`src/gdsc_pkg.sv`:
```
// Constants, types and carriers shared by the gate drive state control.
// How it works
// Each gate output follows its phase command.
// Undriven phase command reads low, driver off.
// Fault, long enable low or sleep force off.
// Gate bias checked only while driving.
// Filtered gate bias low latches fault, blocks turn-on.
// Gate bias fault latched until enable toggles.
// Check enable bit disables gate bias lockout.
// Enable low with sleep request enters sleep.
// Standby keeps logic, link, monitors; amps configurable.
// Overtemperature kills drivers; link off 5 ms after the fault message is sent.
// Supply cutoff switches off every block; in sleep the code stays in sleep and keeps the wake latch on.
// Power status set at reset, cutoff, wake.
// Enable low over 1 ms enters standby.
// Enable rise clears only ceased latched faults.
// Latched fault keeps outputs forced low.
package gdsc_pkg;

    // ****************************************************************
    // Timing
    // ****************************************************************
    localparam int CLK_MHZ = 10;
    localparam int DE_LOW_TIME_US = 1000;
    localparam int DE_LOW_CYCLES = DE_LOW_TIME_US * CLK_MHZ;
    localparam int LINK_OFF_TIME_US = 5000;
    localparam int LINK_OFF_CYCLES = LINK_OFF_TIME_US * CLK_MHZ;
    localparam int GB_FILTER_TIME_NS = 10000;
    localparam int GB_FILTER_CYCLES = (GB_FILTER_TIME_NS * CLK_MHZ + 999)
        / 1000;
    localparam int TMR_W = 16;

    // ****************************************************************
    // Register map
    // ****************************************************************
    localparam int ADDR_W = 8;
    localparam logic [7:0] ADDR_CTRL = 8'h00;
    localparam logic [7:0] ADDR_STATUS = 8'h04;
    localparam logic [7:0] ADDR_IRQ_STAT = 8'h08;
    localparam logic [7:0] ADDR_IRQ_MASK = 8'h0C;
    localparam logic [7:0] ADDR_PWR_CLR = 8'h10;

    localparam int CTRL_W = 3;
    localparam int CTRL_SLEEP_REQ = 0;
    localparam int CTRL_GB_CHECK = 1;
    localparam int CTRL_AMP_OFF = 2;
    localparam logic [2:0] CTRL_RESET = 3'h2;

    localparam int FLT_N = 6;
    localparam int FLT_OT = 0;
    localparam int FLT_LOW = 1;
    localparam int FLT_HIGH = 2;
    localparam int FLT_REG_UV = 3;
    localparam int FLT_GB = 4;
    localparam int FLT_OC = 5;

    localparam int ST_FAULT_ANY = 6;
    localparam int ST_STATE_LSB = 8;
    localparam int ST_PWR_LSB = 10;
    localparam int ST_LINK_OFF = 13;

    localparam int IRQ_N = 3;
    localparam int IRQ_FAULT = 0;
    localparam int IRQ_PWR = 1;
    localparam int IRQ_STBY = 2;
    localparam logic [2:0] IRQ_MASK_RESET = 3'h0;

    localparam logic [2:0] PWR_NORMAL = 3'h0;
    localparam logic [2:0] PWR_POR = 3'h1;
    localparam logic [2:0] PWR_CUTOFF = 3'h2;
    localparam logic [2:0] PWR_WAKE = 3'h3;
    localparam logic [2:0] PWR_OT = 3'h5;

    // ****************************************************************
    // Types
    // ****************************************************************
    typedef enum logic [1:0] {
        st_operating,
        st_standby,
        st_sleep,
        st_cutoff
    } gdsc_state_t;

    typedef struct packed {
        logic overcurrent;
        logic reg_uv;
        logic supply_high;
        logic supply_low;
        logic supply_cutoff;
        logic overtemp;
    } gdsc_monitor_t;

    typedef struct packed {
        logic wake_latch;
        logic monitor;
        logic amp;
        logic link;
        logic bias_reg;
        logic logic_reg;
    } gdsc_blocks_t;

endpackage

```
`src/gdsc_sync.sv`:
```
// Two-flop synchroniser for a vector of asynchronous inputs.
`timescale 1ns/10ps
module gdsc_sync #(
    parameter int W = 1
) (
    // Clock and reset
    input wire logic pclk,
    input wire logic presetn,
    // Data
    input wire logic [W-1:0] d,
    output logic [W-1:0] q
);
    logic [W-1:0] meta;

    // Both stages reset low so a floating command reads as off.
    always_ff @(posedge pclk or negedge presetn)
    begin
        if (!presetn)
        begin
            meta <= '0;
            q <= '0;
        end
        else
        begin
            meta <= d;
            q <= meta;
        end
    end
endmodule

```
`src/gdsc_timer.sv`:
```
// Saturating run-time counter with a done level at the limit.
`timescale 1ns/10ps
module gdsc_timer #(
    parameter int W = 16
) (
    // Clock and reset
    input wire logic pclk,
    input wire logic presetn,
    // Control
    input wire logic run,
    input wire logic [W-1:0] limit,
    output logic done
);
    logic [W-1:0] count;

    assign done = run && (count == limit);

    always_ff @(posedge pclk or negedge presetn)
    begin
        if (!presetn)
            count <= '0;
        else if (!run)
            count <= '0;
        else if (!done)
            count <= count + 1'b1;
    end
endmodule

```
`src/gdsc_top.sv`:
```
// Gate drive supervisory state control with APB registers.
//
// The APB register port and the register addresses were left to the implementer.
`timescale 1ns/10ps
module gdsc_top
    import gdsc_pkg::*;
#(
    parameter int DE_LOW_CYCLES_P = DE_LOW_CYCLES,
    parameter int LINK_OFF_CYCLES_P = LINK_OFF_CYCLES
) (
    // Clock and reset
    input wire logic pclk,
    input wire logic presetn,
    // APB slave
    input wire logic [ADDR_W-1:0] paddr,
    input wire logic psel,
    input wire logic penable,
    input wire logic pwrite,
    input wire logic [31:0] pwdata,
    output logic [31:0] prdata,
    output logic pready,
    output logic pslverr,
    // Host pins
    input wire logic [5:0] phase_cmd,
    input wire logic drive_enable,
    input wire logic wake_pin,
    output logic fault_pin_o,
    output logic fault_pin_oe,
    // Analog monitors
    input wire logic [5:0] gate_bias_low,
    input wire gdsc_monitor_t mon_in,
    // Link logic, same clock
    input wire logic fault_msg_sent,
    // Gate drivers, block enables and interrupt
    output logic [2:0] gate_hi,
    output logic [2:0] gate_lo,
    output gdsc_blocks_t block_en,
    output logic irq
);

    // ****************************************************************
    // Input synchronisation
    // ****************************************************************
    logic [19:0] raw_in;
    logic [19:0] sync_in;
    logic [5:0] cmd_s;
    logic de_s;
    logic wake_s;
    logic [5:0] gb_low_s;
    gdsc_monitor_t mon_s;

    assign raw_in = {phase_cmd, drive_enable, wake_pin, gate_bias_low,
        mon_in};

    gdsc_sync #(.W(20)) u_sync (
        .pclk(pclk),
        .presetn(presetn),
        .d(raw_in),
        .q(sync_in)
    );

    assign cmd_s = sync_in[19:14];
    assign de_s = sync_in[13];
    assign wake_s = sync_in[12];
    assign gb_low_s = sync_in[11:6];
    assign mon_s = gdsc_monitor_t'(sync_in[5:0]);

    // ****************************************************************
    // State registers
    // ****************************************************************
    gdsc_state_t state;
    gdsc_state_t next_state;
    logic de_q;
    logic wake_q;
    logic [5:0] gate_q;
    logic [FLT_N-1:0] latch;
    logic [CTRL_W-1:0] ctrl;
    logic [IRQ_N-1:0] irq_stat;
    logic [IRQ_N-1:0] irq_mask;
    logic [2:0] pstat;
    logic ot_msg;
    logic [31:0] rd_q;

    // ****************************************************************
    // Timers
    // ****************************************************************
    logic de_long_low;
    logic gb_active;
    logic gb_done;
    logic link_off;

    gdsc_timer #(.W(TMR_W)) u_de_tmr (
        .pclk(pclk),
        .presetn(presetn),
        .run(!de_s),
        .limit(TMR_W'(DE_LOW_CYCLES_P)),
        .done(de_long_low)
    );

    // The filter restarts whenever driving stops, so a dip seen
    // between pulses never adds up across them.
    assign gb_active = ctrl[CTRL_GB_CHECK] && block_en.monitor
        && |(gate_q & gb_low_s);

    gdsc_timer #(.W(TMR_W)) u_gb_tmr (
        .pclk(pclk),
        .presetn(presetn),
        .run(gb_active),
        .limit(TMR_W'(GB_FILTER_CYCLES)),
        .done(gb_done)
    );

    gdsc_timer #(.W(TMR_W)) u_link_tmr (
        .pclk(pclk),
        .presetn(presetn),
        .run(ot_msg && latch[FLT_OT]),
        .limit(TMR_W'(LINK_OFF_CYCLES_P)),
        .done(link_off)
    );

    // ****************************************************************
    // Fault latches
    // ****************************************************************
    logic de_rise;
    logic mon_on;
    logic [FLT_N-1:0] cond;
    logic [FLT_N-1:0] flt_set;
    logic [FLT_N-1:0] flt_clr;
    logic [FLT_N-1:0] next_latch;
    logic fault_now;
    logic fault_any;
    logic flt_evt;

    assign de_rise = de_s && !de_q;
    assign mon_on = (state == st_operating) || (state == st_standby);
    assign cond = {mon_s.overcurrent, gb_done, mon_s.reg_uv,
        mon_s.supply_high, mon_s.supply_low, mon_s.overtemp};
    assign flt_set = cond & {FLT_N{mon_on}};
    assign flt_clr = {FLT_N{de_rise}} & ~cond;
    assign next_latch = (latch & ~flt_clr) | flt_set;
    assign fault_now = mon_on && |cond;
    assign fault_any = fault_now || |latch;
    assign flt_evt = |(flt_set & ~latch);

    // ****************************************************************
    // Operating state
    // ****************************************************************
    logic wake_evt;
    logic cut_evt;
    logic stby_evt;
    logic ot_evt;
    logic pwr_evt;

    assign wake_evt = (state == st_sleep) && wake_s && !wake_q;
    assign cut_evt = (state != st_cutoff) && mon_s.supply_cutoff;
    assign ot_evt = flt_set[FLT_OT] && !latch[FLT_OT];
    assign pwr_evt = wake_evt || cut_evt || ot_evt;
    assign stby_evt = (next_state == st_standby)
        && (state != st_standby);

    // Sleep is taken even with a fault standing, so a host fed from
    // the logic regulator can still shut the part down.
    always_comb
    begin
        next_state = state;
        unique case (state)
            st_sleep:
                if (wake_evt)
                    next_state = st_standby;
            st_cutoff:
                if (!mon_s.supply_cutoff)
                    next_state = st_standby;
            st_operating, st_standby:
                if (mon_s.supply_cutoff)
                    next_state = st_cutoff;
                else if (!de_s && ctrl[CTRL_SLEEP_REQ])
                    next_state = st_sleep;
                else if (de_long_low)
                    next_state = st_standby;
                else if (de_s)
                    next_state = st_operating;
        endcase
    end

    // ****************************************************************
    // Gate outputs and block enables
    // ****************************************************************
    logic force_off;
    logic [5:0] next_gate;
    gdsc_blocks_t next_blk;
    logic bias_fault;

    assign force_off = fault_any || de_long_low
        || (state == st_sleep) || (state == st_cutoff);
    assign next_gate = force_off ? 6'h00 : cmd_s;
    assign gate_hi = gate_q[2:0];
    assign gate_lo = gate_q[5:3];
    assign bias_fault = latch[FLT_OT] || latch[FLT_LOW]
        || latch[FLT_HIGH] || latch[FLT_REG_UV];

    always_comb
    begin
        next_blk = '0;
        unique case (state)
            st_operating:
            begin
                next_blk.logic_reg = !link_off;
                next_blk.bias_reg = !bias_fault;
                next_blk.link = !link_off;
                next_blk.amp = !latch[FLT_OT];
                next_blk.monitor = 1'b1;
            end
            st_standby:
            begin
                next_blk.logic_reg = !link_off;
                next_blk.link = !link_off;
                next_blk.amp = !ctrl[CTRL_AMP_OFF] && !latch[FLT_OT];
                next_blk.monitor = 1'b1;
            end
            st_sleep:
                next_blk.wake_latch = 1'b1;
            st_cutoff:
                next_blk = '0;
        endcase
    end

    // ****************************************************************
    // APB decode
    // ****************************************************************
    logic setup;
    logic wr_en;
    logic hit_ctrl;
    logic hit_status;
    logic hit_istat;
    logic hit_imask;
    logic hit_pclr;
    logic mapped;
    logic cfg_lost;
    logic [31:0] status_word;
    logic [31:0] rd_mux;

    assign setup = psel && !penable;
    assign wr_en = psel && penable && pwrite;
    assign hit_ctrl = paddr == ADDR_CTRL;
    assign hit_status = paddr == ADDR_STATUS;
    assign hit_istat = paddr == ADDR_IRQ_STAT;
    assign hit_imask = paddr == ADDR_IRQ_MASK;
    assign hit_pclr = paddr == ADDR_PWR_CLR;
    assign mapped = hit_ctrl || hit_status || hit_istat || hit_imask
        || hit_pclr;
    assign pready = 1'b1;
    assign pslverr = psel && penable && !mapped;
    assign prdata = rd_q;
    assign cfg_lost = wake_evt || cut_evt;

    always_comb
    begin
        status_word = '0;
        status_word[FLT_N-1:0] = latch;
        status_word[ST_FAULT_ANY] = fault_any;
        status_word[ST_STATE_LSB+:2] = state;
        status_word[ST_PWR_LSB+:3] = pstat;
        status_word[ST_LINK_OFF] = link_off;
    end

    assign rd_mux = hit_ctrl ? {29'h0, ctrl}
        : hit_status ? status_word
        : hit_istat ? {29'h0, irq_stat}
        : hit_imask ? {29'h0, irq_mask}
        : 32'h0;

    assign irq = |(irq_stat & irq_mask);
    assign fault_pin_o = 1'b0;

    // ****************************************************************
    // Registers
    // ****************************************************************
    always_ff @(posedge pclk or negedge presetn)
    begin
        if (!presetn)
        begin
            state <= st_standby;
            de_q <= 1'b0;
            wake_q <= 1'b0;
            gate_q <= 6'h00;
            latch <= '0;
            ot_msg <= 1'b0;
            block_en <= '0;
            fault_pin_oe <= 1'b0;
            rd_q <= 32'h0;
        end
        else
        begin
            state <= next_state;
            de_q <= de_s;
            wake_q <= wake_s;
            gate_q <= next_gate;
            latch <= next_latch;
            ot_msg <= latch[FLT_OT] && (ot_msg || fault_msg_sent);
            block_en <= next_blk;
            fault_pin_oe <= fault_any;
            rd_q <= setup ? rd_mux : rd_q;
        end
    end

    // The control register is lost on wake and on cutoff; the host must
    // send it again, so a stale sleep request cannot re-trigger.
    always_ff @(posedge pclk or negedge presetn)
    begin
        if (!presetn)
        begin
            ctrl <= CTRL_RESET;
            irq_mask <= IRQ_MASK_RESET;
            irq_stat <= '0;
            pstat <= PWR_POR;
        end
        else
        begin
            if (cfg_lost)
                ctrl <= CTRL_RESET;
            else if (wr_en && hit_ctrl)
                ctrl <= pwdata[CTRL_W-1:0];
            if (wr_en && hit_imask)
                irq_mask <= pwdata[IRQ_N-1:0];
            irq_stat <= (irq_stat
                & ~((wr_en && hit_istat) ? pwdata[IRQ_N-1:0] : 3'h0))
                | {stby_evt, pwr_evt, flt_evt};
            if (wake_evt)
                pstat <= PWR_WAKE;
            else if (cut_evt)
                pstat <= PWR_CUTOFF;
            else if (ot_evt)
                pstat <= PWR_OT;
            else if (wr_en && hit_pclr)
                pstat <= PWR_NORMAL;
        end
    end
endmodule

```
`config.mk`:
```
export PLATFORM = sky130hd
export DESIGN_NAME = gdsc_top
export DESIGN_NICKNAME = d
export VERILOG_FILES = /design/src/gdsc_pkg.sv /design/src/gdsc_sync.sv /design/src/gdsc_timer.sv /design/src/gdsc_top.sv
export SDC_FILE = /design/constraint.sdc
export NUM_CORES = 1
export LEC_CHECK = 0
export BUFFER_PORTS_ARGS = -buffer_cell sky130_fd_sc_hd__buf_2
export CAP_MARGIN = 25
export CORE_MARGIN = 3
export CORE_UTILIZATION = 30
export DETAILED_ROUTE_END_ITERATION = 16
export GPL_TIMING_DRIVEN = 0
export PLACE_DENSITY = 0.55
export SLEW_MARGIN = 20
export SYNTH_ARGS = -nofsm -noshare
export SYNTH_HDL_FRONTEND = slang
export SYNTH_SLANG_ARGS = --single-unit
```
`constraint.sdc`:
```
create_clock -name pclk -period 2.1 [get_ports pclk]
set_clock_uncertainty 0.1 [all_clocks]
set_input_delay 0.315 -clock pclk [delete_from_list [all_inputs] [get_ports pclk]]
set_output_delay 0.315 -clock pclk [all_outputs]
set_load 0.05 [all_outputs]
```
[After elaboration in Yosys (flattened, before gate mapping)]
Cells that the tools add are included.
Word-level totals
  register bits after elaboration: 156
  input bits: 66
  output and inout bits: 49
  logic and storage cells: 142
Cells by class
  add/subtract/negate cells: 3
  equality and inequality tests: 16
  multiplexer cells: 29
  bitwise operators: 13
  reduce and logical (&&, ||, !) cells: 58
Operators by type and width (count)
  2-to-1 mux 16 bit: 6
  adder 16 x 1 -> 16 bit, second input constant: 3
  bitwise AND 6 bit: 5
  2-to-1 mux 14 bit: 2
  2-to-1 mux 3 bit: 9
  logical AND 1 bit: 24
  OR reduction 6 bit: 4
  inverter 6 bit: 3
  == test 16 x 14 -> 1 bit, second input constant: 1
  == test 16 bit, second input constant: 1
  == test 16 x 7 -> 1 bit, second input constant: 1
  == test 8 x 4 -> 1 bit, second input constant: 2
  logical OR 1 bit: 15
  2-to-1 mux 2 bit: 6
  zero test 1 bit: 9
  == test 8 x 3 -> 1 bit, second input constant: 1
  == test 8 x 5 -> 1 bit, second input constant: 1
  zero test 8 bit: 1
  bitwise AND 3 bit: 2
  2-to-1 mux 6 bit: 1
  != test 2 bit, second input constant: 3
  OR 6 bit: 1
  case mux 2 bit (3 select lines): 1
  case mux 3 bit (2 select lines): 1
  other kinds (11): 16

[Longest topological paths before layout]
Gate-level depths: netlist of run 1.
  word-level depth: 11
  gate-level depth with buffers: 6
  mapped depth without buffers: 6

[Modules after synthesis]
A second synthesis of run 1 with hierarchy kept.
Second synthesis, totals
  cells, all modules: 592
  area total of the unflattened synthesis: 6512.5 µm²
By module, submodules not included
  gdsc_timer: times used 3, cells an instance 114, area each 1051.0 µm², seq. area each 400.4 µm²
  gdsc_top: times used 1, cells an instance 210, area each 2358.5 µm², seq. area each 1229.9 µm²
  gdsc_sync: times used 1, cells an instance 40, area each 1001.0 µm², seq. area each 1001.0 µm²

[Worst setup path after synthesis of run 1]
No wires, ideal clock.
  path type: flip-flop to flip-flop
  start point: register latch[0]
  end point: register rd_q[6] (netlist: prdata[6])
  library setup time: 0.126 ns
  arrival time: 1.840 ns
  required time: 1.874 ns
  path slack: 0.034 ns
  cell stages (with the launch flop): 6
  path buffers: 2
  period minus slack after synthesis: 2.066 ns
  cell sequence: dfrtp_1 > buf_6 > or4_4 > or4_1 > buf_2 > a221o_1
Between the ends
  cells in the longest elaborated chain, start to end: 4
Ends and longest elaborated chain
  start: declaration: line gdsc_top.sv:76  | logic [FLT_N-1:0] latch;
  start signal: assignment: line gdsc_top.sv:298  | latch <= next_latch;
  OR reduction 6 bit: line gdsc_top.sv:142  | assign fault_any = fault_now || |latch;
  logical OR 1 bit: line gdsc_top.sv:142
  2-to-1 mux 14 bit: line gdsc_top.sv:267  | : hit_status ? status_word
  2-to-1 mux 14 bit: line gdsc_top.sv:266  | assign rd_mux = hit_ctrl ? {29'h0, ctrl}
  end signal: assignment: line gdsc_top.sv:302  | rd_q <= setup ? rd_mux : rd_q;
  end: declaration: line gdsc_top.sv:82  | logic [31:0] rd_q;
No other way between the ends.
A chain may end at the register's enable or synchronous reset.

[Final worst setup path of run 1]
  start point: input port paddr[1]
  end point: output port pslverr
Between the ends
  cells in the longest elaborated chain, start to end: 7
  elaborated cells on any way between the ends: 11
  classes of those cells: 4 x eq/ne; 7 x reduce/logical
Ends and longest elaborated chain
  start: declaration: line gdsc_top.sv:15  | input wire logic [ADDR_W-1:0] paddr,
  == test 8 x 3 -> 1 bit / zero test 8 bit (equally long branches): line gdsc_top.sv:245, gdsc_top.sv:244
  logical OR 1 bit (3 in a row): line gdsc_top.sv:249  | assign mapped = hit_ctrl || hit_status || hit_istat || hit_imask
  logical OR 1 bit (*): line gdsc_top.sv:250  | || hit_pclr;
  zero test 1 bit (*): line gdsc_top.sv:252  | assign pslverr = psel && penable && !mapped;
  logical AND 1 bit (*): line gdsc_top.sv:252
  end: declaration: line gdsc_top.sv:22  | output logic pslverr,
Every way passes the cells marked *; elsewhere a longest branch is shown, timed or not.

==> run metrics, run 1 <==
status=complete, no violations; share of cells above drive strength 1=0.2217; Setup crit end kind=output port; Fin. Hold Viols=0; die area=0.02124 mm²; metal2 WL=6.365 mm; FFs w/ async S/R, synth=1.000; Slew @ Worst Pin=602.6 ps; post-synthesis sequential area ratio=0.5860; Yosys top cell area share=0.5725; gr usage total=0.1269; r2r setup slk=roughly 70 ps; Post-DRT Antenna Nets=0; Chip Width=around 150 µm; DIE HEIGHT=145.7 µm; clk root buf=clkbuf_16; final weighted congestion in routability-driven placement=0.8530; Detailed Routing Iterations Pass 1=5; total CTS buffers=17; Buffers on Ports=62; CP Launch Point=paddr[1]; sequential power share=0.446; DRT iter0 DRCs=about 220; fmax=0.4876 GHz; Tmin final=2051 ps; cell area after synthesis=a little under 0.006 mm²; clk sinks=137; Crit Reg-Reg Endpoint=prdata[6]; Top Metal Used=met4; Switching Share=0.2667; post-synthesis cell type count=60; critical path type=primary input to output port; buffers from clock root to sink, at most=2; max_cap viols=0; vias in the first global route=4292; peak supply drop=0.0005550 V; Slew HR=0.5946; area of the core=0.01896 mm²; worst skew pair latency=approximately 420 ps; worst hold slack=roughly 37 ps; CP arrival=1640 ps; vias per cell=4.624; RSZ-0062 raised after global routing=false; # rows=50; wire length on met3=720 µm; Final #Nets=slightly above 700; post-DP HPWL=about 9.4 mm; Post-Syn Instances=between 500 and 600; syn_area_per_cell=11.26 µm²; Initial Util=0.3090; Final Slew Violations=0; DRC errors left=0; drt total wl=13.18 mm; min-delay worst type=primary input to flop; CTS tree=built; power density over the cells=approximately 840 mW/mm²; Pleak=3.364 nW; global-route wire length before repair=21.61 mm; Synth top cells by count=dfrtp_1 (134), nor2_1 (51), nand2_1 (28); period utilization=0.9765; Net Sw Power=1.680 mW; maximum fanout along the worst path=6; Critical R2R Launch=latch[1]; Yosys reg bits=137; met1 wire length=about 6 mm; Most used DFF post-synth=dfrtp_1; antenna violations before repair=0; # diodes=0; Worst EP required=1680 ps; via count=4268; Critical Path Start Type=primary input; R2R cell count=3; top-count cell post-synth=dfrtp_1; Pwr Total=6.298 mW; post-detailed-route wirelength per cell=14.28 µm; largest area contributor in the netlist=dfrtp_1; combinational fraction of design power=0.092; largest net degree at the start of global routing=approximately 90; I/O pin cnt=about 120; H-tree levels=4; total grt overflow=0; Synth area leaders=dfrtp_1 (57%), nor2_1 (3.3%), xor2_1 (2.8%); Synthesis Warnings=0; Finish-stage setup viols=0; Int Power=roughly 4.6 mW; Syn-to-layout area delta=27.81%; Worst Setup EP=pslverr; Clock transition at path regs=~60 ps; number of synthesized flops with an enable pin=0; clock power share=0.462
-- cell families after synthesis --
family | share of synthesized area
AOI/OAI and AO/OA | 0.08097
xor gates and xnor gates | 0.04935
adders and majority gates | 0.01282
buffers and inverters | 0.05426
DFF | 0.5860
muxes | 0.02863
other | 0.001282
and+or+nand+nor | 0.1867
-- repair_timing --
item,4_1_cts,5_1_grt
gates resized for setup,5,6
hold endpoints to repair,70,0
setup endpoints to repair,9,24
pin swaps,4,1
hold buffers,21,0
setup buffers,5,4
-- critical path, cell delays in order --
cell	delay [ps]
buf_2	90
or4_1	500
clkbuf_1	200
a211oi_2	250
nor2_1	70
buf_2	210
-- registers in the layout, indices dropped and copies added (netlist names) --
register	cells
block_en	6
ctrl	3
de_q	1
fault_pin_oe	1
gate_q	6
irq_mask	3
irq_stat	3
latch	6
ot_msg	1
prdata	13
pstat	3
state	2
u_de_tmr.count	16
u_gb_tmr.count	16
u_link_tmr.count	16
u_sync.meta	20
u_sync.q	20
wake_q	1
-- per-stage QoR --
step	instances	area (µm²)	util	setup slack, ps	TNS (ps)
floorplan	539	5928	-	33.82	0
global placement	861	6564	0.3463	-1217	-166370
detailed placement	862	6601	0.3483	-285.7	-4554
CTS	920	7447	0.3929	15.58	0
global route	923	7486	0.3949	16.30	0
finish	923	7486	0.3949	49.27	0
-- worst min path at each step --
stage | start | end | slack, ps | cells after the start
2_1_floorplan | presetn | block_en[0] | -80 | 0
3_3_place_gp | u_sync.meta[7] | u_sync.q[7] | 230 | 0
3_5_place_dp | presetn | u_link_tmr.count[7] | 150 | 1
4_1_cts | fault_msg_sent | ot_msg | 20 | 2
5_1_grt | fault_msg_sent | ot_msg | 10 | 2
6_report | fault_msg_sent | ot_msg | 40 | 2
-- power by group through the flow --
stage	Combinational (mW)	Clock [mW]	Sequential, mW
floorplan	0.305	0	2.88
finish	0.577	2.91	2.81
global placement	0.495	0	2.86
global route	0.636	3.13	2.82
detailed placement	0.513	0	2.86
CTS	0.567	2.99	2.81
-- placed cells by master (no fill, tap or decap), types with 19 or more instances in the layout --
master	count
dlygate4sd3_1	21
conb_1	21
nand2_1	28
buf_4	30
inv_1	20
buf_2	62
nor2_1	51
dfrtp_1	133
nand3_1	24
a21oi_1	19
xor2_1	19
-- area by class of cell --
| cell class | instances | area [µm²] |
|---|---|---|
| clock buffers | 17 | 425.4 |
| well taps | 260 | 325.3 |
| flip-flops and latches | 137 | 3433 |
| plain buffers | 39 | 236.5 |
| inverters | 21 | 78.83 |
| repair buffers | 93 | 625.6 |
| clock inverters | 15 | 155.1 |
| multi-input cells | 341 | 2206 |
| fillers | 1844 | 11470 |
-- routing by layer --
layer,vias up,GRT usage
met4,0,0.04511
met2,121,0.2017
li1,2079,-
met5,-,0
met3,15,0.03831
met1,2053,0.1651
Power figures use the tool's default switching activity.
==> run 2, diff against run 1 <==
--- a/config.mk
+++ b/config.mk
@@ -5,6 +5,7 @@
 export SDC_FILE = /design/constraint.sdc
 export NUM_CORES = 1
 export LEC_CHECK = 0
+export ABC_AREA = 1
 export BUFFER_PORTS_ARGS = -buffer_cell sky130_fd_sc_hd__buf_2
 export CAP_MARGIN = 25
 export CORE_MARGIN = 3
==> run metrics, run 2 <==
Pleak=3.831 nW (+14%); RSZ-0062 raised after global routing=false; CTS tree=built; share of cells above drive strength 1=0.1998 (-0.02195); origin of the worst min-delay path=pwdata[0]; cts repair resizes=0 (-5); most common cell after layout, fill and taps aside=nand2_1; final weighted congestion in routability-driven placement=0.7894 (-7.5%); R2R cell count=9 (+6); r2r setup slk=490 ps (+420 ps); Non-Filler Instances=1131 (+23%); worst skew pair latency=420 ps (about the same); Setup crit end kind=output port; gr usage total=0.1267 (-0.0002048); vias in the first global route=4503 (+4.9%); Crit Reg-Reg Endpoint=ctrl[2]; DRC errors left=0 (unchanged); Hold EP=irq_mask[0]; via count=4750 (+11%); min-delay worst type=primary input to flop; CTS Hold Bufs=22 (+4.8%); Yosys top cell area share=0.5370 (-0.03556); Worst EP required=1680 ps (about the same); Top Registers=u_sync.meta x20, u_sync.q x20; total CTS buffers=17 (unchanged); Synth area leaders=dfrtp_1 (54%), nand2_1 (8.9%), inv_1 (6.4%); status=complete, no violations; buffers from clock root to sink, at most=2 (unchanged); fmax=0.5529 GHz (+13%); FILL cells=2076 (+13%); critical path type=primary input to output port; Buffers on Ports=64 (+3.2%); maximum fanout along the worst path=6 (unchanged); H-tree levels=4 (unchanged); FFs w/ async S/R, synth=1.000 (unchanged); most frequent cells in the layout=nand2_1 (148), dfrtp_1 (134), inv_1 (106), nor2_1 (88), buf_2 (66); post-detailed-route wirelength per cell=11.85 µm (-17%); post-synthesis sequential area ratio=0.5496 (-0.03640); Finish-stage setup viols=0 (unchanged); # diodes=0 (unchanged); Critical Path Start Type=primary input; cell area after synthesis=0.006245 mm² (+6.6%); Sequential Area=0.003432 mm² (about the same); total grt overflow=0 (unchanged); number of synthesized flops with an enable pin=0 (unchanged); Syn-to-layout area delta=25.47%; Final #Nets=920 (+27%); antenna violations before repair=0 (unchanged); global-route wire length before repair=22.65 mm (+4.8%); drt total wl=13.40 mm (+1.7%); cell total after placement=1077 (+25%); worst hold slack=62.84 ps (+26.24 ps); Synthesis Warnings=0 (unchanged); area of the multi-input gates=0.002256 mm² (+2.3%); Final Slew Violations=0 (unchanged); Clock transition at path regs=60 ps (about the same); I/O pin cnt=115 (unchanged); Post-DRT Antenna Nets=0 (unchanged); vias per cell=4.200 (-9.2%); hold path depth=3 (+1); top-count cell post-synth=nand2_1; Critical R2R Launch=state[0]; clk sinks=137 (unchanged); max_cap viols=0 (unchanged); period utilization=0.8613 (-0.1152); Chip Width=150.3 µm (+3.1%); post-synthesis cell type count=38 (-37%); Most used DFF post-synth=dfrtp_1; power density over the cells=861.1 mW/mm² (+2.3%); syn_area_per_cell=8.637 µm² (-23%); clk root buf=clkbuf_16; Synth top cells by count=nand2_1 (148), dfrtp_1 (134), inv_1 (106); DRT iter0 DRCs=279 (+25%); die area=0.02258 mm² (+6.3%); largest net degree at the start of global routing=96 (+9.1%); post-DP HPWL=9.825 mm (+4.6%); Tmin final=1809 ps (-241.9 ps); peak supply drop=0.0005561 V (+0.19%); Detailed Routing Iterations Pass 1=4 (-1); area of the core=0.02036 mm² (+7.4%); largest area contributor in the netlist=dfrtp_1; # rows=52 (+4.0%); CP arrival=1390 ps (-250 ps); Fin. Hold Viols=0 (unchanged); setup bufs post-CTS=0 (-5); Post-Syn Instances=723 (+39%); Yosys reg bits=137 (unchanged); DIE HEIGHT=150.3 µm (+3.1%); Initial Util=0.3066 (-0.002329)
-- run 2: cell types whose count changed in the layout (fill, tap and decap cells not counted), moves of 10 or more --
cell      delta
a21oi_1     +10
nand2_1    +120
nor4_1      -14
nand3_1     +24
xnor2_1     -12
o21ai_0     +25
clkbuf_1    -14
xor2_1      -12
inv_1       +86
nor2_1      +37
-- run 2: through the flow --
| step | setup slack (ps) | utilization | power [mW] | area [µm²] | setup TNS [ps] |
|---|---|---|---|---|---|
| detailed placement | 280.8 | 0.3446 | 3.740 | 7017 | 0 |
| global route | 151.5 | 0.3847 | 7.075 | 7835 | 0 |
| CTS | 274.1 | 0.3847 | 6.838 | 7835 | 0 |
| finish | 291.2 | 0.3847 | 6.747 | 7835 | 0 |
| floorplan | 362.9 | - | 3.483 | 6321 | 0 |
| global placement | -1364 | 0.3427 | 3.726 | 6979 | -182680 |
-- run 2: critical path, cell delays in order --
cell     delay (ps)
buf_2           120
inv_1            70
nand4_1         180
nor2_2          270
inv_1            90
nand2_1          90
nor3_2           40
buf_2           220
-- run 2: final cells by class --
type	instances	share of cell area
Multi-Input combinational cell	464	0.2879
Sequential cell	137	0.4380
Clock buffer	18	0.05605
Clock inverter	14	0.02028
Buffer	27	0.02619
Inverter	114	0.05462
Timing Repair Buffer	87	0.07378
Tap cell	270	0.04312
-- run 2: power by group --
group / leakage (nW) / internal [mW] / switching [mW]
registers: 1.73 / 2.81 / 0.0869
logic: 1.81 / 0.258 / 0.564
clock network: 0.294 / 1.81 / 1.22
total: 3.83 / 4.87 / 1.87
-- run 2: worst max path at each step --
stage	startpoint	end	slack [ps]
finish	paddr[5]	pslverr	290
global route	paddr[5]	pslverr	150
CTS	paddr[5]	pslverr	270
detailed placement	paddr[5]	pslverr	280
global placement	presetn	u_link_tmr.count[5]	-1360
floorplan	paddr[5]	pslverr	360
-- run 2: metal layers --
layer | share of wire | GRT usage | vias to the layer above
li1 | - | - | 2487
met1 | 0.50 | 0.1807 | 2168
met2 | 0.45 | 0.1897 | 83
met3 | 0.041 | 0.03552 | 12
met4 | 0.0096 | 0.03339 | 0
met5 | 0 | 0 | -
-- run 2: cells by family (layout without fill, tap and decap cells) --
logic type	Yosys count	after routing	share of synthesized area
and+or+nand+nor	344	344	0.2513
buffers and inverters	141	260	0.1014
DFF	137	137	0.5496
AOI/OAI and AO/OA	84	84	0.07193
xor gates and xnor gates	9	9	0.01262
adders and majority gates	6	6	0.01202
other	2	21	0.001203
